### config.mk
export PLATFORM = sky130hd
export DESIGN_NAME = tcfv_top
export DESIGN_NICKNAME = d
export VERILOG_FILES = /design/src/core/tcfv_pkg.sv /design/src/core/tcfv_sync.sv /design/src/core/tcfv_swap_tx.sv /design/src/core/tcfv_top.sv
export SDC_FILE = /design/constraint.sdc
export NUM_CORES = 1
export LEC_CHECK = 0
export BUFFER_PORTS_ARGS = -buffer_cell sky130_fd_sc_hd__buf_2
export CAP_MARGIN = 10
export CORE_MARGIN = 2
export CORE_UTILIZATION = 54
export DETAILED_ROUTE_END_ITERATION = 10
export HOLD_SLACK_MARGIN = 0.15
export PLACE_DENSITY = 0.91
export SLEW_MARGIN = 5
export SYNTH_ARGS = -nofsm -noshare
export SYNTH_HDL_FRONTEND = slang
export SYNTH_SLANG_ARGS = --single-unit
export TNS_END_PERCENT = 30
### constraint.sdc
create_clock -name clock_i -period 3.1 [get_ports clock_i]
set_clock_uncertainty 0.2 [all_clocks]
set_input_delay 0.62 -clock clock_i [delete_from_list [all_inputs] [get_ports clock_i]]
set_output_delay 0.62 -clock clock_i [all_outputs]
set_load 0.005 [all_outputs]
### src/core/tcfv_pkg.sv
// Package for the Type-C CC swap, pull-down, VCONN and VBUS monitor block.
// Assumes one 100 MHz clock; the CC and VBUS comparator results arrive as raw
// levels and are synchronised inside the block; the VCONN inputs are used unsynchronised.
package tcfv_pkg;
  // Clock rate and derived timing
  localparam int unsigned CLK_HZ = 100_000_000;
  localparam int unsigned FAST_HZ = 12_000_000;
  localparam int unsigned VBUS_OSC_HZ = 20_000;
  // Fast park sample divider, rounded down
  localparam int unsigned FAST_DIV = CLK_HZ / FAST_HZ;
  // VBUS oscillator period in clocks
  localparam int unsigned VBUS_DIV = CLK_HZ / VBUS_OSC_HZ;
  // Field widths
  localparam int unsigned CNT_W = 16;
  localparam int unsigned DAC_W = 8;
  localparam int unsigned NUM_PIO = 10;
  localparam int unsigned PIO_W = 4;
  localparam int unsigned NUM_VB = 5;
  localparam int unsigned VB_IDX_W = 3;
  localparam logic [VB_IDX_W-1:0] VB_LAST = 3'h4;
  // CC threshold slots in round-robin order
  typedef enum logic [1:0] {
    TCFV_TH_TXOK,
    TCFV_TH_TXNG,
    TCFV_TH_SWAP
  } tcfv_thr_t;
  // Swap detector controls
  typedef struct packed {
    logic detect_en;
    logic [CNT_W-1:0] sample_div;
    logic [CNT_W-1:0] debounce_len;
    logic [DAC_W-1:0] txok_dac;
    logic [DAC_W-1:0] txng_dac;
    logic [DAC_W-1:0] swap_dac;
  } tcfv_det_cfg_t;
  // Swap transmitter controls
  typedef struct packed {
    logic [CNT_W-1:0] tx_len;
    logic [PIO_W-1:0] pin_sel;
    logic cc_sel;
  } tcfv_tx_cfg_t;
endpackage : tcfv_pkg

### src/core/tcfv_sync.sv
// Three-stage synchroniser with agreement filter for a pin level.
// Assumes one clock; output changes once stages two and three agree.
`timescale 1ns/10ps
module tcfv_sync (
  // Clock and reset
  input wire logic clock_i,
  input wire logic nrst_i,
  // Asynchronous level and clean result
  input wire logic async_i,
  output logic sync_o
);
  logic s1_ff; // First stage, read only by s2
  logic s2_ff;
  logic s3_ff;
  logic out_ff;
  wire agree = (s2_ff == s3_ff);

  // Chain and filter
  always_ff @(posedge clock_i or negedge nrst_i) begin
    if (!nrst_i) begin
      s1_ff <= 1'b0;
      s2_ff <= 1'b0;
      s3_ff <= 1'b0;
      out_ff <= 1'b0;
    end else begin
      s1_ff <= async_i;
      s2_ff <= s1_ff;
      s3_ff <= s2_ff;
      if (agree) begin
        out_ff <= s3_ff;
      end
    end
  end
  assign sync_o = out_ff;
endmodule // tcfv_sync

### src/core/tcfv_swap_tx.sv
// Swap signalling transmitter for initial source operation.
// Assumes the general-purpose pins are already synchronised.
`timescale 1ns/10ps
module tcfv_swap_tx (
  // Clock and reset
  input wire logic clock_i,
  input wire logic nrst_i,
  // Configuration and triggers
  input wire tcfv_pkg::tcfv_tx_cfg_t cfg_i,
  input wire logic req_set_i,
  input wire logic [tcfv_pkg::NUM_PIO-1:0] pio_i,
  // Status and drive
  output logic req_bit_o,
  output logic active_o,
  output logic [1:0] rsw_en_o
);
  logic req_ff; // Software request bit
  logic pin_q_ff; // Previous selected pin level
  logic act_ff;
  logic sel_ff; // CC latched at start
  logic [tcfv_pkg::CNT_W-1:0] cnt_ff;
  wire sel_pin = pio_i[cfg_i.pin_sel];
  wire pin_rise = sel_pin & ~pin_q_ff;
  wire start = ~act_ff & (req_ff | req_set_i | pin_rise);
  wire done = act_ff & (cnt_ff == '0);

  // Request, pulse timer and latched pin
  always_ff @(posedge clock_i or negedge nrst_i) begin
    if (!nrst_i) begin
      req_ff <= 1'b0;
      pin_q_ff <= 1'b0;
      act_ff <= 1'b0;
      sel_ff <= 1'b0;
      cnt_ff <= '0;
    end else begin
      pin_q_ff <= sel_pin;
      if (req_set_i) begin
        req_ff <= 1'b1;
      end else if (done) begin
        req_ff <= 1'b0;
      end
      if (start) begin
        act_ff <= 1'b1;
        sel_ff <= cfg_i.cc_sel;
        cnt_ff <= cfg_i.tx_len;
      end else if (done) begin
        act_ff <= 1'b0;
      end else if (act_ff) begin
        cnt_ff <= cnt_ff - 1'b1;
      end
    end
  end
  assign req_bit_o = req_ff;
  assign active_o = act_ff;
  assign rsw_en_o = act_ff ? (sel_ff ? 2'h2 : 2'h1) : 2'h0;

  // Pull-down lasts length plus one clocks
  swap_len_a: assert property (@(posedge clock_i) disable iff (!nrst_i)
    act_ff && cnt_ff != '0 |=> act_ff && cnt_ff == $past(cnt_ff) - 1'b1)
    else $error("swap pull-down ended early");
  req_clear_a: assert property (@(posedge clock_i) disable iff (!nrst_i)
    $fell(act_ff) |-> !req_ff || $past(req_set_i))
    else $error("request bit not cleared");
endmodule // tcfv_swap_tx

### src/core/tcfv_top.sv
// Top of the CC swap, pull-down, VCONN and VBUS monitor block.
// Assumes analog comparators and DAC outside; all controls are plain ports.
`timescale 1ns/10ps
module tcfv_top (
  // Clock and reset
  input wire logic clock_i,
  input wire logic nrst_i,
  // Swap detection
  input wire tcfv_pkg::tcfv_det_cfg_t det_cfg_i,
  input wire logic cc_cmp_i,
  input wire logic sw_status_clr_i,
  output logic [tcfv_pkg::DAC_W-1:0] cc_dac_o,
  output logic cc_high_bw_o,
  output logic swap_received_status_o,
  output logic [1:0] cc_thr_match_o,
  // Swap transmission
  input wire tcfv_pkg::tcfv_tx_cfg_t tx_cfg_i,
  input wire logic swap_request_set_i,
  input wire logic [tcfv_pkg::NUM_PIO-1:0] general_purpose_pin_i,
  input wire logic mac_tx_en_i,
  output logic swap_request_bit_o,
  output logic [1:0] rsw_en_o,
  output logic mac_tx_en_o,
  // Pull-down control
  input wire logic deadbat_write_i,
  input wire logic [1:0] cc_pd_trim_i,
  output logic deadbat_pulldown_enable_o,
  output logic [1:0] rd_trim_en_o,
  output logic [1:0] deadbat_pulldown_enable_low_o,
  // VCONN
  input wire logic [1:0] vconn_ctl_i,
  input wire logic vconn_oc_i,
  input wire logic [tcfv_pkg::CNT_W-1:0] vconn_oc_time_i,
  input wire logic backdrive_err_i,
  input wire logic discharge_err_i,
  input wire logic auto_off_en_i,
  input wire logic vconn_oc_clr_i,
  output logic [1:0] vconn_en_o,
  output logic vconn_oc_status_o,
  // VBUS monitor
  input wire logic vbus_cmp_i,
  input wire logic [tcfv_pkg::NUM_VB*tcfv_pkg::DAC_W-1:0] vbus_thr_i,
  input wire logic [1:0] pin_ovr_sel_i,
  input wire logic irq_en_i,
  input wire logic vbus_chg_clr_i,
  output logic [tcfv_pkg::DAC_W-1:0] vbus_dac_o,
  output logic [tcfv_pkg::NUM_VB-1:0] flags_a_o,
  output logic cfg_strap_o,
  output logic cfg_strap_valid_o,
  output logic vbus_chg_status_o,
  output logic pin_override_o,
  output logic irq_n_o
);
  // Clean comparator and pin levels
  logic cc_cmp_s;
  logic vbus_cmp_s;
  logic [tcfv_pkg::NUM_PIO-1:0] pio_s;

  tcfv_sync u_cc_sync (
    .clock_i(clock_i),
    .nrst_i(nrst_i),
    .async_i(cc_cmp_i),
    .sync_o(cc_cmp_s)
  );
  tcfv_sync u_vb_sync (
    .clock_i(clock_i),
    .nrst_i(nrst_i),
    .async_i(vbus_cmp_i),
    .sync_o(vbus_cmp_s)
  );
  // One synchroniser per pin
  genvar gi;
  generate
    for (gi = 0; gi < tcfv_pkg::NUM_PIO; gi++) begin : g_pio
      tcfv_sync u_pio_sync (
        .clock_i(clock_i),
        .nrst_i(nrst_i),
        .async_i(general_purpose_pin_i[gi]),
        .sync_o(pio_s[gi])
      );
    end
  endgenerate

  // Swap detector state
  typedef enum logic [1:0] {
    TCFV_IDLE,
    TCFV_CYCLE,
    TCFV_PARK
  } tcfv_det_st_t;
  tcfv_det_st_t st_ff, nxt_st;
  tcfv_pkg::tcfv_thr_t thr_ff, nxt_thr;
  logic [tcfv_pkg::CNT_W-1:0] smp_ff; // Round-robin pacing
  logic [tcfv_pkg::CNT_W-1:0] deb_ff; // Debounce count
  logic [3:0] fast_ff; // 12 MHz pacing
  logic rx_sts_ff;
  logic [1:0] thr_m_ff; // TxOK / TxNG results

  wire en = det_cfg_i.detect_en;
  wire smp_tick = (smp_ff == '0);
  wire fast_tick = (fast_ff == 4'(tcfv_pkg::FAST_DIV - 1));
  wire swap_hit = smp_tick & (thr_ff == tcfv_pkg::TCFV_TH_SWAP) & cc_cmp_s;
  wire deb_done = (deb_ff == '0);
  wire deb_ok = (st_ff == TCFV_PARK) & fast_tick & cc_cmp_s & deb_done;
  wire deb_fail = (st_ff == TCFV_PARK) & fast_tick & ~cc_cmp_s;

  // Threshold after the current one
  function automatic tcfv_pkg::tcfv_thr_t next_thr(
    input tcfv_pkg::tcfv_thr_t t);
    case (t)
      tcfv_pkg::TCFV_TH_TXOK: next_thr = tcfv_pkg::TCFV_TH_TXNG;
      tcfv_pkg::TCFV_TH_TXNG: next_thr = tcfv_pkg::TCFV_TH_SWAP;
      default: next_thr = tcfv_pkg::TCFV_TH_TXOK;
    endcase
  endfunction

  // Detector next state
  always_comb begin
    nxt_st = st_ff;
    nxt_thr = thr_ff;
    case (st_ff)
      // Wait for enable
      TCFV_IDLE: begin
        if (en) begin
          nxt_st = TCFV_CYCLE;
          nxt_thr = tcfv_pkg::TCFV_TH_TXOK;
        end
      end
      TCFV_CYCLE: begin
        if (swap_hit) begin
          nxt_st = TCFV_PARK;
        end else if (smp_tick) begin
          nxt_thr = next_thr(thr_ff);
        end
      end
      TCFV_PARK: begin
        if (deb_ok || deb_fail) begin
          nxt_st = TCFV_CYCLE;
          nxt_thr = tcfv_pkg::TCFV_TH_TXOK;
        end
      end
      default: nxt_st = TCFV_IDLE;
    endcase
    if (!en) begin
      nxt_st = TCFV_IDLE;
      nxt_thr = tcfv_pkg::TCFV_TH_TXOK;
    end
  end

  // Detector registers
  always_ff @(posedge clock_i or negedge nrst_i) begin
    if (!nrst_i) begin
      st_ff <= TCFV_IDLE;
      thr_ff <= tcfv_pkg::TCFV_TH_TXOK;
    end else begin
      st_ff <= nxt_st;
      thr_ff <= nxt_thr;
    end
  end

  // Pacing and debounce counters
  always_ff @(posedge clock_i or negedge nrst_i) begin
    if (!nrst_i) begin
      smp_ff <= '0;
      fast_ff <= '0;
      deb_ff <= '0;
    end else begin
      if (st_ff != TCFV_CYCLE || smp_tick) begin
        smp_ff <= det_cfg_i.sample_div;
      end else begin
        smp_ff <= smp_ff - 1'b1;
      end
      if (st_ff != TCFV_PARK || fast_tick) begin
        fast_ff <= '0;
      end else begin
        fast_ff <= fast_ff + 4'h1;
      end
      if (st_ff != TCFV_PARK) begin
        deb_ff <= det_cfg_i.debounce_len;
      end else if (fast_tick && !deb_done) begin
        deb_ff <= deb_ff - 1'b1;
      end
    end
  end

  // Status and TxOK/TxNG results
  always_ff @(posedge clock_i or negedge nrst_i) begin
    if (!nrst_i) begin
      rx_sts_ff <= 1'b0;
      thr_m_ff <= 2'h0;
    end else begin
      if (deb_ok) begin
        rx_sts_ff <= 1'b1;
      end else if (sw_status_clr_i) begin
        rx_sts_ff <= 1'b0;
      end
      if (st_ff == TCFV_CYCLE && smp_tick) begin
        if (thr_ff == tcfv_pkg::TCFV_TH_TXOK) begin
          thr_m_ff[0] <= cc_cmp_s;
        end
        if (thr_ff == tcfv_pkg::TCFV_TH_TXNG) begin
          thr_m_ff[1] <= cc_cmp_s;
        end
      end
    end
  end

  assign cc_dac_o =
    (st_ff == TCFV_PARK || thr_ff == tcfv_pkg::TCFV_TH_SWAP) ?
    det_cfg_i.swap_dac :
    (thr_ff == tcfv_pkg::TCFV_TH_TXNG) ? det_cfg_i.txng_dac :
    det_cfg_i.txok_dac;
  assign cc_high_bw_o = en;
  assign swap_received_status_o = rx_sts_ff;
  assign cc_thr_match_o = thr_m_ff;

  // Swap transmitter
  logic tx_active;
  tcfv_swap_tx u_tx (
    .clock_i(clock_i),
    .nrst_i(nrst_i),
    .cfg_i(tx_cfg_i),
    .req_set_i(swap_request_set_i),
    .pio_i(pio_s),
    .req_bit_o(swap_request_bit_o),
    .active_o(tx_active),
    .rsw_en_o(rsw_en_o)
  );
  assign mac_tx_en_o = mac_tx_en_i & ~tx_active;

  // Pull-down selection
  logic db_ff;
  always_ff @(posedge clock_i or negedge nrst_i) begin
    if (!nrst_i) begin
      db_ff <= 1'b1;
    end else if (deadbat_write_i) begin
      db_ff <= ~|cc_pd_trim_i;
    end
  end
  assign deadbat_pulldown_enable_o = db_ff;
  assign rd_trim_en_o = db_ff ? 2'h0 : cc_pd_trim_i;
  assign deadbat_pulldown_enable_low_o = db_ff ? 2'h0 : cc_pd_trim_i;

  // VCONN over-current and shutdown
  logic [tcfv_pkg::CNT_W-1:0] oc_cnt_ff;
  logic oc_sts_ff;
  logic [1:0] vc_off_ff; // Latched forced-off per switch
  wire oc_long = vconn_oc_i & (oc_cnt_ff > vconn_oc_time_i);
  wire err_off = auto_off_en_i & (backdrive_err_i | discharge_err_i);
  always_ff @(posedge clock_i or negedge nrst_i) begin
    if (!nrst_i) begin
      oc_cnt_ff <= '0;
      oc_sts_ff <= 1'b0;
      vc_off_ff <= 2'h0;
    end else begin
      if (!vconn_oc_i) begin
        oc_cnt_ff <= '0;
      end else if (!oc_long) begin
        oc_cnt_ff <= oc_cnt_ff + 1'b1;
      end
      if (oc_long) begin
        oc_sts_ff <= 1'b1;
      end else if (vconn_oc_clr_i) begin
        oc_sts_ff <= 1'b0;
      end
      // Switch off, rearm on control low
      if (oc_long || err_off) begin
        vc_off_ff <= vc_off_ff | vconn_ctl_i;
      end else begin
        vc_off_ff <= vc_off_ff & vconn_ctl_i;
      end
    end
  end
  assign vconn_en_o = vconn_ctl_i & ~vc_off_ff;
  assign vconn_oc_status_o = oc_sts_ff;

  // VBUS monitor: strap first, then five thresholds
  logic [15:0] osc_ff;
  logic [tcfv_pkg::VB_IDX_W-1:0] vb_idx_ff;
  logic [tcfv_pkg::NUM_VB-1:0] vb_m_ff;
  logic strap_ff;
  logic strap_v_ff;
  logic chg_ff;
  wire osc_tick = (osc_ff == 16'(tcfv_pkg::VBUS_DIV - 1));
  always_ff @(posedge clock_i or negedge nrst_i) begin
    if (!nrst_i) begin
      osc_ff <= '0;
      vb_idx_ff <= '0;
      vb_m_ff <= '0;
      strap_ff <= 1'b0;
      strap_v_ff <= 1'b0;
      chg_ff <= 1'b0;
    end else begin
      osc_ff <= osc_tick ? 16'h0 : osc_ff + 16'h1;
      if (osc_tick) begin
        if (!strap_v_ff) begin
          strap_ff <= vbus_cmp_s;
          strap_v_ff <= 1'b1;
        end else begin
          vb_m_ff[vb_idx_ff] <= vbus_cmp_s;
          vb_idx_ff <= (vb_idx_ff == tcfv_pkg::VB_LAST) ? '0 :
                       vb_idx_ff + 1'b1;
        end
      end
      if (osc_tick && strap_v_ff && vb_m_ff[vb_idx_ff] != vbus_cmp_s) begin
        chg_ff <= 1'b1;
      end else if (vbus_chg_clr_i) begin
        chg_ff <= 1'b0;
      end
    end
  end
  assign vbus_dac_o = vbus_thr_i[vb_idx_ff*tcfv_pkg::DAC_W +:
                                 tcfv_pkg::DAC_W];
  assign flags_a_o = vb_m_ff;
  assign cfg_strap_o = strap_ff;
  assign cfg_strap_valid_o = strap_v_ff;
  assign vbus_chg_status_o = chg_ff;

  wire vb_any = |vb_m_ff;
  assign pin_override_o = (pin_ovr_sel_i == 2'h1) ? vb_any :
                          (pin_ovr_sel_i == 2'h2) ? (vb_any & rx_sts_ff) :
                          (pin_ovr_sel_i == 2'h3) ? rx_sts_ff : 1'b0;
  assign irq_n_o = ~(rx_sts_ff | oc_sts_ff | (irq_en_i & chg_ff));

  // Park only after a swap hit
  park_entry_a: assert property (@(posedge clock_i) disable iff (!nrst_i)
    (st_ff == TCFV_CYCLE) ##1 (st_ff == TCFV_PARK) |-> $past(swap_hit))
    else $error("parked without swap match");
  ok_status_a: assert property (@(posedge clock_i) disable iff (!nrst_i)
    deb_ok |=> rx_sts_ff && st_ff != TCFV_PARK)
    else $error("swap status missing");
  fail_quiet_a: assert property (@(posedge clock_i) disable iff (!nrst_i)
    deb_fail && !rx_sts_ff && !sw_status_clr_i |=> !rx_sts_ff)
    else $error("status set on failed debounce");
  disable_reset_a: assert property (@(posedge clock_i) disable iff (!nrst_i)
    !en |=> st_ff == TCFV_IDLE)
    else $error("detector not reset on disable");
  mac_block_a: assert property (@(posedge clock_i) disable iff (!nrst_i)
    tx_active |-> !mac_tx_en_o)
    else $error("MAC sent during swap");
  oc_off_a: assert property (@(posedge clock_i) disable iff (!nrst_i)
    oc_long |=> vconn_en_o == 2'h0 ##0 !irq_n_o)
    else $error("VCONN left on after over-current");
  park_dac_a: assert property (@(posedge clock_i) disable iff (!nrst_i)
    st_ff == TCFV_PARK |-> cc_dac_o == det_cfg_i.swap_dac)
    else $error("wrong threshold while parked");
endmodule // tcfv_top

### Word level (Yosys, flattened, before mapping)

Index checks and enable logic that the tools add are counted.

| operators by class | value |
|---|---|
| $add $sub $neg | 7 |
| $mul | 0 |
| div/mod/pow operators | 0 |
| magnitude comparators | 4 |
| equality and inequality tests | 32 |
| shift operators | 1 |
| mux-type cells | 46 |
| bitwise logic cells | 28 |
| reductions and logical operators | 33 |

Operator list:

| cell | number |
|---|---|
| two-way mux 16 bit | 9 |
| zero test 16 bit | 3 |
| subtractor 16 x 1 -> 16 bit, second input constant | 3 |
| indexed part select 40 x 7 -> 8 bit | 1 |
| adder 16 x 1 -> 16 bit, second input constant | 2 |
| two-way mux 2 bit | 11 |
| == test 16 x 13 -> 1 bit, second input constant | 1 |
| greater-than comparator 16 bit | 1 |
| two-way mux 8 bit | 2 |
| two-way mux 1 bit | 15 |
| bitwise AND 1 bit | 14 |
| nonzero test 2 bit | 7 |
| == test 1 bit | 12 |
| case mux 2 bit (3 select lines) | 2 |
| AND reduction 2 bit | 6 |
| inequality test 3 bit, second input constant | 3 |
| == test 2 bit, second input constant | 4 |
| == test 2 x 1 -> 1 bit, second input constant | 3 |
| bitwise mux 5 bit | 1 |
| logical AND 1 bit | 5 |
| logical OR 1 bit | 5 |
| less-than comparator 4 x 5 -> 1 bit, second input constant | 1 |
| inverter 1 bit | 5 |
| OR 1 bit | 5 |
| other kinds (25) | 30 |

| word-level totals | value |
|---|---|
| flip-flop bits (word level) | 158 |
| bits in latches | 0 |
| bits in writable memories | 0 |
| bits in read-only memories | 0 |
| input bits | 165 |
| output and inout bits | 42 |
| logic and storage cells | 222 |
| memories | 0 |

### Logic depth before layout (Yosys ltp)

Gate-level depths: netlist (run 1).

| logic depth | value |
|---|---|
| depth in word-level cells | 8 |
| depth in mapped cells | 10 |
| mapped depth without buffers | 8 |

### Modules after synthesis

From an unflattened synthesis (run 1), not the netlist that was laid out.

| unflattened totals | value |
|---|---|
| cells, all modules | 815 |
| area, all modules | 8335.5 um2 |

By module, submodules not included:

| module | instances | cells each | area each (um2) | sequential area each (um2) |
|---|---|---|---|---|
| tcfv_top | 1 | 606 | 5637.9 | 2253.4 |
| tcfv_swap_tx | 1 | 149 | 1361.3 | 500.5 |
| tcfv_sync | 12 | 5 | 111.4 | 100.1 |

### Least setup slack after synthesis (run 1)

Ideal clock, no wire load.

| timing | value |
|---|---|
| path type | input-to-reg |
| from | input port vconn_oc_time_i[15] (netlist bit) |
| to | register oc_cnt_ff[1] (netlist bit) |
| library setup time | 124 ps |
| data arrival time | 2302 ps |
| data required time | 2776 ps |
| path slack | 474 ps |
| cell stages on the path | 8 |
| path buffers | 1 |
| cell sequence | inv_1 -> ha_1 -> nand4_1 -> a2111o_1 -> a31oi_1 -> buf_4 -> mux2i_1 -> nor2_1 |

| between the ends | value |
|---|---|
| longest elaborated chain between the ends | 3 |

RTL lines:

| what | line | text |
|---|---|---|
| start, declared | tcfv_top.sv:33 | `input wire logic [tcfv_pkg::CNT_W-1:0] vconn_oc_time_i,` |
| greater-than comparator 16 bit | tcfv_top.sv:247 | `wire oc_long = vconn_oc_i & (oc_cnt_ff > vconn_oc_time_i);` |
| bitwise AND 1 bit | tcfv_top.sv:247 |  |
| inequality test 2 bit (no source line) | n/a |  |
| end signal, assigned | tcfv_top.sv:258 | `oc_cnt_ff <= oc_cnt_ff + 1'b1;` |
| end, declared | tcfv_top.sv:244 | `logic [tcfv_pkg::CNT_W-1:0] oc_cnt_ff;` |

Every way passes these cells.
A chain may end at the register's enable or synchronous reset.

### Worst setup path after layout (run 1)

| timing | value |
|---|---|
| from | register st_ff[0] |
| to | output port cc_dac_o[2] (netlist bit) |

| between the ends | value |
|---|---|
| longest elaborated chain between the ends | 3 |

RTL lines:

| what | line | text |
|---|---|---|
| start, declared | tcfv_top.sv:90 | `tcfv_det_st_t st_ff, nxt_st;` |
| start signal, assigned | tcfv_top.sv:155 | `st_ff <= nxt_st;` |
| == test 2 bit | tcfv_top.sv:208 | `(st_ff == TCFV_PARK \|\| thr_ff == tcfv_pkg::TCFV_TH_SWAP) ?` |
| logical OR 1 bit | tcfv_top.sv:208 |  |
| two-way mux 8 bit | tcfv_top.sv:208 |  |
| end, declared | tcfv_top.sv:12 | `output logic [tcfv_pkg::DAC_W-1:0] cc_dac_o,` |

Every way passes these cells.

==> results.cfg, run 1 <==
[outcome]
status = complete, no violations

[sta]
max_freq_ghz = 0.3413
finalSetupViolCount = 0
finalCritPeriodShare = 0.9452
hold_viol_final = 0
worst_pin_slew_ps = 1147
slew-limit-headroom = 0.2309
slew_violations = 0
rsz0062_at_grt = no
tns_ps = 0
min_period_ps = 2930
hold_ws_ps = 151.8

[cts]
htree_levels = 4
cts_tree = done
numCtsBuffers = 17
path_clk_slew_ps = 60
clock_path_buffers = 2
cts_sinks = 158
cts-root-buf = clkbuf_16
clk_latency_ps = 420

[critical_path]
arrival_ps = 2110
cp-end-kind = output port
r2r-start = fast_ff[0]
crit_fanout = 11
critPathLaunchType = flop
worstRegToRegCells = 7
regToRegSetupSlack_ps = 440
crit_path_max_incr_delay_ps = 400
timing.rr.end = deb_ff[6]
setup.worst_path.class = reg -> out
path_cells = inv_1 -> ha_1 -> buf_4 -> or2_2 -> o22ai_1 -> a21oi_1 -> buf_2
crit_slowest_cell = or2_2
cp.required_ps = 2280

[logic_synthesis]
ys_warn_count = 0
synth-async-reset-ratio = 1.000
syn_area_um2 = 8467
yosysTopAreaCell = dfrtp_1
yosys_most_used_dff = dfrtp_1
ys_ff_latch = 158
ys_types = 74
avgSynthCellArea_um2 = 10.20
synth_edf_count = 0
synthTopCellsByArea = dfrtp_1 (46%), ha_1 (4.4%), nand2_1 (3.1%)
ys_seq_area_frac = 0.4671
synth_cells = 830
synth_top_area_share = 0.4640
syn-num-nets = 1025

[hold_path]
hp-class = reg -> reg
holdPathStages = 0
worstHoldStart = g_pio[8].u_pio_sync.s1_ff
hold_end = g_pio[8].u_pio_sync.s2_ff

[detailed_routing]
wl_per_cell_um = 15.68
drt_pass1_iterations = 6
dr_wl_met2_um = 9739
route.met3.wl_um = 1101
highest_layer = met4
antenna_left = 0
wirelength_um = 19880
wirelength_met1_um = 8656
drt-vias-per-instance = 5.693
num_vias = 7219
route.detailed.drc = 0
drt_first_iter_violations = 417

[power_and_ir_drop]
sw_frac_of_total = 0.3308
p_switching_mw = 2.089
clkPwrFrac = 0.298
p_total_mw = 6.314
seqPwrFrac = 0.444
vdd_drop_max_v = 0.0005496
internal_power_mw = 4.225
power.density_nw_per_um2 = 609.3
leakage_nw = 4.734
combPwrFrac = 0.258

[global_route]
grt_max_degree = 78
antenna_found_initial = 1
grt_usage = 0.2368
grt_pass1_wl_um = 31700
grt-ovfl-total = 0
grt_pass1_vias = 6796

[floorplanning]
start_util = 0.5549
fp.dieH_um = 129.2
coreArea_um2 = 15260
die_w_um = 129.2
dieArea_um2 = 16700
io_pins = 207
rows = 45

[cells_and_area]
area_growth_pct = 22.39
drive_gt1_frac = 0.2831
final_common_cell = buf_2
most-common-layout-cells = buf_2 (205), dfrtp_1 (156), nand2_1 (69)
nNetsFinal = 1238

[run]
maxCapViolCount = 0

[placed_design]
gp_congestion = 0.8420
hpwlAfterDp_um = 14220
port_buffers = 206
## worst max-delay path, delay by kind of cell, from the launching register on
family / cells / cell delay (ps)
buffers and inverters: 3 / 440
AND/OR/NAND/NOR: 1 / 400
flip-flops: 1 / 380
AO/OA/AOI/OAI: 2 / 220
adder cells (fa/ha/maj): 1 / 260
## state kept, by name (all words and copies together), names as in the netlist, 2 cells and up
| register | cells |
|---|---|
| smp_ff | 16 |
| g_pio.u_pio_sync.s1_ff | 10 |
| flags_a_o | 5 |
| u_tx.cnt_ff | 16 |
| g_pio.u_pio_sync.s3_ff | 10 |
| deb_ff | 16 |
| cc_thr_match_o | 2 |
| g_pio.u_pio_sync.sync_o | 10 |
| oc_cnt_ff | 16 |
| st_ff | 2 |
| thr_ff | 2 |
| osc_ff | 16 |
| g_pio.u_pio_sync.s2_ff | 10 |
| fast_ff | 4 |
| vc_off_ff | 2 |
| vb_idx_ff | 3 |
## synth_stat cells, drive strengths merged (5+ instances only)
master	count
nor2	53
clkbuf	20
nand2	71
nor3b	8
o22ai	31
nor3	16
o31ai	12
nand4	14
or3	9
and2	6
mux2i	12
a221o	6
o21ai	54
mux2	20
nand4b	8
nor4	15
dfrtp	157
inv	46
xnor2	24
nand2b	9
xor2	15
nand3	29
a21oi	44
mux4	9
o211ai	7
maj3	12
or4	9
nor4b	5
and3	10
nor2b	9
ha	30
o21a	5
buf	13
a31oi	8
## metrics by stage
stage / instance area, um2 / worst slack, ps / utilization / std cells
detailed placement: 9693 / 115.5 / 0.6353 / 1222
global route: 10360 / 39.07 / 0.6791 / 1268
finish: 10360 / 169.8 / 0.6791 / 1268
floorplan: 8467 / 474.2 / - / 830
global placement: 9693 / 246.5 / 0.6353 / 1222
CTS: 10360 / 117.9 / 0.6787 / 1267
## cell type report
type	instances	area, um2
antenna	1	2.502
sequential	158	3956
clock buffer	20	446.7
clock inverter	12	86.33
multi-input combinational	592	4161
fill	1123	4896
timing repair buffer	228	1272
inverter	46	172.7
tap	211	264.0
## worst max-delay path by stage
stage	end	startpoint
finish	cc_dac_o[2]	st_ff[0]
global route	cc_dac_o[2]	st_ff[0]
CTS	vbus_dac_o[2]	vb_idx_ff[0]
detailed placement	oc_cnt_ff[5]	vconn_oc_time_i[15]
global placement	oc_cnt_ff[9]	vconn_oc_time_i[15]
floorplan	oc_cnt_ff[1]	vconn_oc_time_i[15]
## routing by layer
layer  track usage  vias up
li1              -     3457
met1        0.3042     3498
met5             0        -
met2        0.3941      230
met3       0.06152       34
met4       0.07673        0
## logic make-up after synthesis
family	Yosys count	share of synthesized area
and+or+nand+nor	282	0.1865
AOI/OAI and AO/OA	188	0.1407
DFF	158	0.4671
buffers and inverters	80	0.04167
adders and majority gates	42	0.05852
muxes	41	0.06517
xor gates and xnor gates	39	0.04034
## what timing repair did
action,CTS,global route
setup buffers,0,0
hold buffers,13,0
hold endpoints to repair,86,0
setup endpoints to repair,0,9
gates resized for setup,0,2
## power by group through the flow
stage | sequential, mW | clock (mW) | combinational [mW]
after detailed placement | 2.82 | 0 | 1.60
after global placement | 2.81 | 0 | 1.53
after CTS | 2.79 | 1.92 | 1.62
after floorplan | 2.71 | 0 | 1.21
after global routing | 2.85 | 2.01 | 1.83
final | 2.81 | 1.88 | 1.63
Power figures use the tool's default switching activity.
==> inputs of run 2 (changes only) <==
- MAX_ROUTING_LAYER: default -> met4
==> run 2 against run 1 <==
  * Global-route usage grew 0.81 points
  * Combinational power about the same
  * Core utilization stayed put
  * Critical path type unchanged
==> results.cfg, run 2 (synthesis gave the netlist of run 1 again) <==
[cells_and_area]
drive_gt1_frac = 0.2831
final_common_cell = buf_2
area_growth_pct = 22.39
final_cell_area_um2 = 10360
most-common-layout-cells = buf_2 (205), dfrtp_1 (156), nand2_1 (69)
nNetsFinal = 1238

[critical_path]
cp.required_ps = 2280
crit_fanout = 11
setup.worst_path.class = reg -> out
arrival_ps = 2100
regToRegSetupSlack_ps = 440
cp-end-kind = output port
critPathLaunchType = flop

[power_and_ir_drop]
power.density_nw_per_um2 = 609.1
sw_frac_of_total = 0.3305
combPwrFrac = 0.257
clkPwrFrac = 0.298
vdd_drop_max_v = 0.0005508
internal_power_mw = 4.225
seqPwrFrac = 0.445
p_total_mw = 6.311
leakage_nw = 4.734
p_switching_mw = 2.086

[cts]
clock_path_buffers = 2
numCtsBuffers = 17
cts_tree = done
htree_levels = 4
cts_sinks = 158
path_clk_slew_ps = 60
clk_latency_ps = 420
cts-root-buf = clkbuf_16

[sta]
tns_ps = 0
min_period_ps = 2916
max_freq_ghz = 0.3430
finalCritPeriodShare = 0.9405
hold_viol_final = 0
worst_pin_slew_ps = 1140
slew_violations = 0
fin_ws_ps = 184.5
slew-limit-headroom = 0.2353
rsz0062_at_grt = no
finalSetupViolCount = 0

[hold_path]
hp-class = reg -> reg

[placed_design]
port_buffers = 206
pre_cts_slack_ps = 115.5
gp_congestion = 0.8551
hpwlAfterDp_um = 14220
place_area_um2 = 9693

[detailed_routing]
drt-vias-per-instance = 5.669
antenna_left = 0
drt_pass1_iterations = 6
num_vias = 7188
wl_per_cell_um = 15.62
route.detailed.drc = 0
wirelength_um = 19810
drt_first_iter_violations = 367

[global_route]
grt_usage = 0.2450
antenna_found_initial = 1
grt_pass1_vias = 6782
grt_max_degree = 78
grt_pass1_wl_um = 31800
grt-ovfl-total = 0

[floorplanning]
start_util = 0.5549
coreArea_um2 = 15260
dieArea_um2 = 16700
io_pins = 207
fp.dieH_um = 129.2
rows = 45
die_w_um = 129.2

[outcome]
status = complete, no violations

[run]
maxCapViolCount = 0
## run 2: cell counts in the layout (fill, tap and decap cells not counted)
No cell type changed its count.
## run 2: worst paths after layout
check	to	cells past startpoint	start
worst min register to register	g_pio[8].u_pio_sync.s2_ff	0	g_pio[8].u_pio_sync.s1_ff
min in group asynchronous	osc_ff[7]	2	nrst_i
worst max register to register	oc_cnt_ff[3]	7	oc_cnt_ff[14]
worst max-delay path	cc_dac_o[2]	7	st_ff[0]
max in group asynchronous	thr_ff[1]	3	nrst_i
worst min-delay path	g_pio[8].u_pio_sync.s2_ff	0	g_pio[8].u_pio_sync.s1_ff
## run 2: per-layer routing
layer,vias up,share of wire,global-route usage
li1,3455,-,-
met1,3463,0.44,0.3080
met2,237,0.49,0.3935
met3,33,0.053,0.06317
met4,0,0.017,0.07161
met5,-,0,-
## run 2: final cells by class
| type | count | area, um2 |
|---|---|---|
| antenna | 1 | 2.502 |
| clock buffer | 20 | 446.7 |
| clock inverter | 12 | 86.33 |
| fill | 1123 | 4896 |
| inverter | 46 | 172.7 |
| multi-input combinational | 592 | 4161 |
| sequential | 158 | 3956 |
| tap | 211 | 264.0 |
| timing repair buffer | 228 | 1272 |
## run 2: stage by stage
step / hold WS (ps) / std cells / util
after floorplan: 124.4 / 830 / -
after global placement: 132.7 / 1222 / 0.6353
after detailed placement: 135.8 / 1222 / 0.6353
after CTS: 153.9 / 1267 / 0.6787
after global routing: 154.6 / 1268 / 0.6791
final: 151.5 / 1268 / 0.6791
## run 2: power groups by stage
stage          clock, mW  combinational (mW)  sequential, mW
6_report            1.88                1.62            2.81
5_1_grt             2.02                1.83            2.85
3_3_place_gp           0                1.53            2.81
3_5_place_dp           0                1.60            2.82
2_1_floorplan          0                1.21            2.71
4_1_cts             1.92                1.62            2.79
## run 2: critical path: stages (launching register included)
cell and delay [ps]:
dfrtp_1 380, inv_1 80, ha_1 260, buf_4 200
or2_2 390, o22ai_1 160, a21oi_1 60, buf_2 160
## run 2: what timing repair did
| item | CTS | global route |
|---|---|---|
| hold buffers | 13 | 0 |
| endpoints found under the setup margin | 0 | 9 |
| gates resized for setup | 0 | 2 |
| setup buffers | 0 | 0 |
| endpoints found under the hold margin | 86 | 0 |
==> inputs of run 3 (changes only) <==
- CORE_UTILIZATION: 54 -> 58
- PLACE_DENSITY: 0.91 -> 0.95
- clock period: 3.1 -> 3.8 ns (I/O delays scaled with it)
==> run 3 against run 2 <==
  * Power fell by 17%
  * First-iteration DRC count increased by 18%
  * Design area shrank 1.9%
  * Via count grew 1.0%
  * Wire length grew 1.4%
  * Register-to-register slack gained 540 ps
  * Critical path depth unchanged
  * Clock power shrank 13%
  * Critical endpoint is now cc_dac_o[5]
  * Global-route usage increased by 2.8 points
  * Non-clock buffer count down 18
==> results.cfg, run 3 (synthesis gave the netlist of run 1 again) <==
[floorplanning]
die_w_um = 124.8
dieArea_um2 = 15580
start_util = 0.5870
fp.dieH_um = 124.8
rows = 44
coreArea_um2 = 14420
io_pins = 207

[placed_design]
port_buffers = 206
hpwlAfterDp_um = 14480
pre_cts_slack_ps = 728.7
gp_congestion = 0.8544
place_area_um2 = 9597

[power_and_ir_drop]
p_switching_mw = 1.722
leakage_nw = 4.666
power.density_nw_per_um2 = 514.1
internal_power_mw = 3.505
vdd_drop_max_v = 0.0004453
sw_frac_of_total = 0.3295
seqPwrFrac = 0.437
combPwrFrac = 0.249
clkPwrFrac = 0.314

[cells_and_area]
nNetsFinal = 1220
final_common_cell = buf_2
area_growth_pct = 20.08
most-common-layout-cells = buf_2 (205), dfrtp_1 (157), nand2_1 (70)
postLayoutCoreUtil = 0.7049
drive_gt1_frac = 0.2813
fillCellCount = 1023
final_cell_area_um2 = 10170

[critical_path]
cp.required_ps = 2840
crit_slowest_cell = dfrtp_1
cp-end-kind = output port
arrival_ps = 2210
cp_top_family = buffers and inverters
setup.worst_path.class = reg -> out
cp.buffers_inverters = 3
crit_path_frequent_cell = inv_1
crit_fanout = 15
crit_path_max_incr_delay_ps = 380
critPathLaunchType = flop
regToRegSetupSlack_ps = 980
path_cells = inv_1 -> ha_1 -> inv_1 -> nand2_1 -> o22ai_1 -> a21oi_1 -> buf_2

[cts]
cts_hold_buf = 0
path_clk_slew_ps = 60
clock_path_buffers = 2
clk_latency_ps = 430
cts_tree = done
cts_sinks = 158
post_cts_resized = 0
cts-root-buf = clkbuf_16
numCtsBuffers = 17
post_cts_buffers = 0
htree_levels = 4

[sta]
rsz0062_at_grt = no
slew_violations = 0
worst_pin_slew_ps = 1156
hold_viol_final = 0
max_freq_ghz = 0.3153
slew-limit-headroom = 0.2249
finalSetupViolCount = 0
finalCritPeriodShare = 0.8347
min_period_ps = 3172
tns_ps = 0
fin_ws_ps = 628.3

[global_route]
grt_pass1_wl_um = 33840
grt_pass1_vias = 7162
grt_usage = 0.2729
grt-ovfl-total = 0
grt_max_degree = 74
antenna_found_initial = 1

[outcome]
status = complete, no violations

[detailed_routing]
wirelength_um = 20080
num_vias = 7262
drt-vias-per-instance = 5.938
drt_pass1_iterations = 5
wl_per_cell_um = 16.42
antenna_left = 0
route.detailed.drc = 0
drt_first_iter_violations = 433

[run]
maxCapViolCount = 0

[hold_path]
hp-class = in -> async
run 3: cell types whose count changed in the layout (fill, tap and decap cells not counted):
| cell | previous run | this run |
|---|---|---|
| nand2_2 | 1 | 0 |
| clkinvlp_4 | 3 | 2 |
| bufinv_16 | 0 | 1 |
| clkinv_4 | 1 | 2 |
| dlygate4sd3_1 | 13 | 0 |
| dfrtp_2 | 1 | 0 |
| clkbuf_8 | 1 | 2 |
| buf_4 | 6 | 3 |
| nand2_1 | 69 | 70 |
| buf_12 | 3 | 1 |
| dfrtp_1 | 156 | 157 |
| clkinv_2 | 4 | 2 |
run 3: power by group through the flow:
stage | Combinational, mW | Sequential (mW) | Clock, mW
after floorplan | 0.983 | 2.21 | 0
after global placement | 1.22 | 2.29 | 0
after detailed placement | 1.28 | 2.30 | 0
after CTS | 1.30 | 2.28 | 1.66
after global routing | 1.46 | 2.33 | 1.74
final | 1.30 | 2.28 | 1.64
run 3: cell type report:
type / instances / area, um2 / share of cell area
Tap cell: 184 / 230.2 / 0.02264
Clock inverter: 11 / 107.6 / 0.01058
Clock buffer: 21 / 460.4 / 0.04529
Multi-Input combinational cell: 592 / 4159 / 0.4091
Timing Repair Buffer: 210 / 1080 / 0.1062
Inverter: 46 / 172.7 / 0.01698
Sequential cell: 158 / 3955 / 0.3890
Antenna cell: 1 / 2.502 / 0.0002461
run 3: worst paths after layout:
check,endpoint,from,cells past startpoint
max in group asynchronous,u_tx.cnt_ff[7],nrst_i,2
min in group clock_i,g_pio[6].u_pio_sync.s2_ff,g_pio[6].u_pio_sync.s1_ff,0
hold / removal,osc_ff[12],nrst_i,1
setup reg to reg,deb_ff[6],st_ff[0],9
hold reg to reg,g_pio[6].u_pio_sync.s2_ff,g_pio[6].u_pio_sync.s1_ff,0
setup / recovery,cc_dac_o[5],st_ff[0],7
run 3: stage by stage:
stage / total power [mW] / hold WS (ps) / cells
floorplan: 3.190 / 131.2 / 830
global placement: 3.508 / 132.0 / 1190
detailed placement: 3.578 / 137.8 / 1190
CTS: 5.229 / 152.4 / 1222
global route: 5.525 / 163.7 / 1223
finish: 5.227 / 146.1 / 1223
run 3: layer usage:
metal,global-route usage,share of wire
met5,-,0
met4,0.1000,0.024
met3,0.05756,0.059
met2,0.4407,0.50
met1,0.3426,0.42
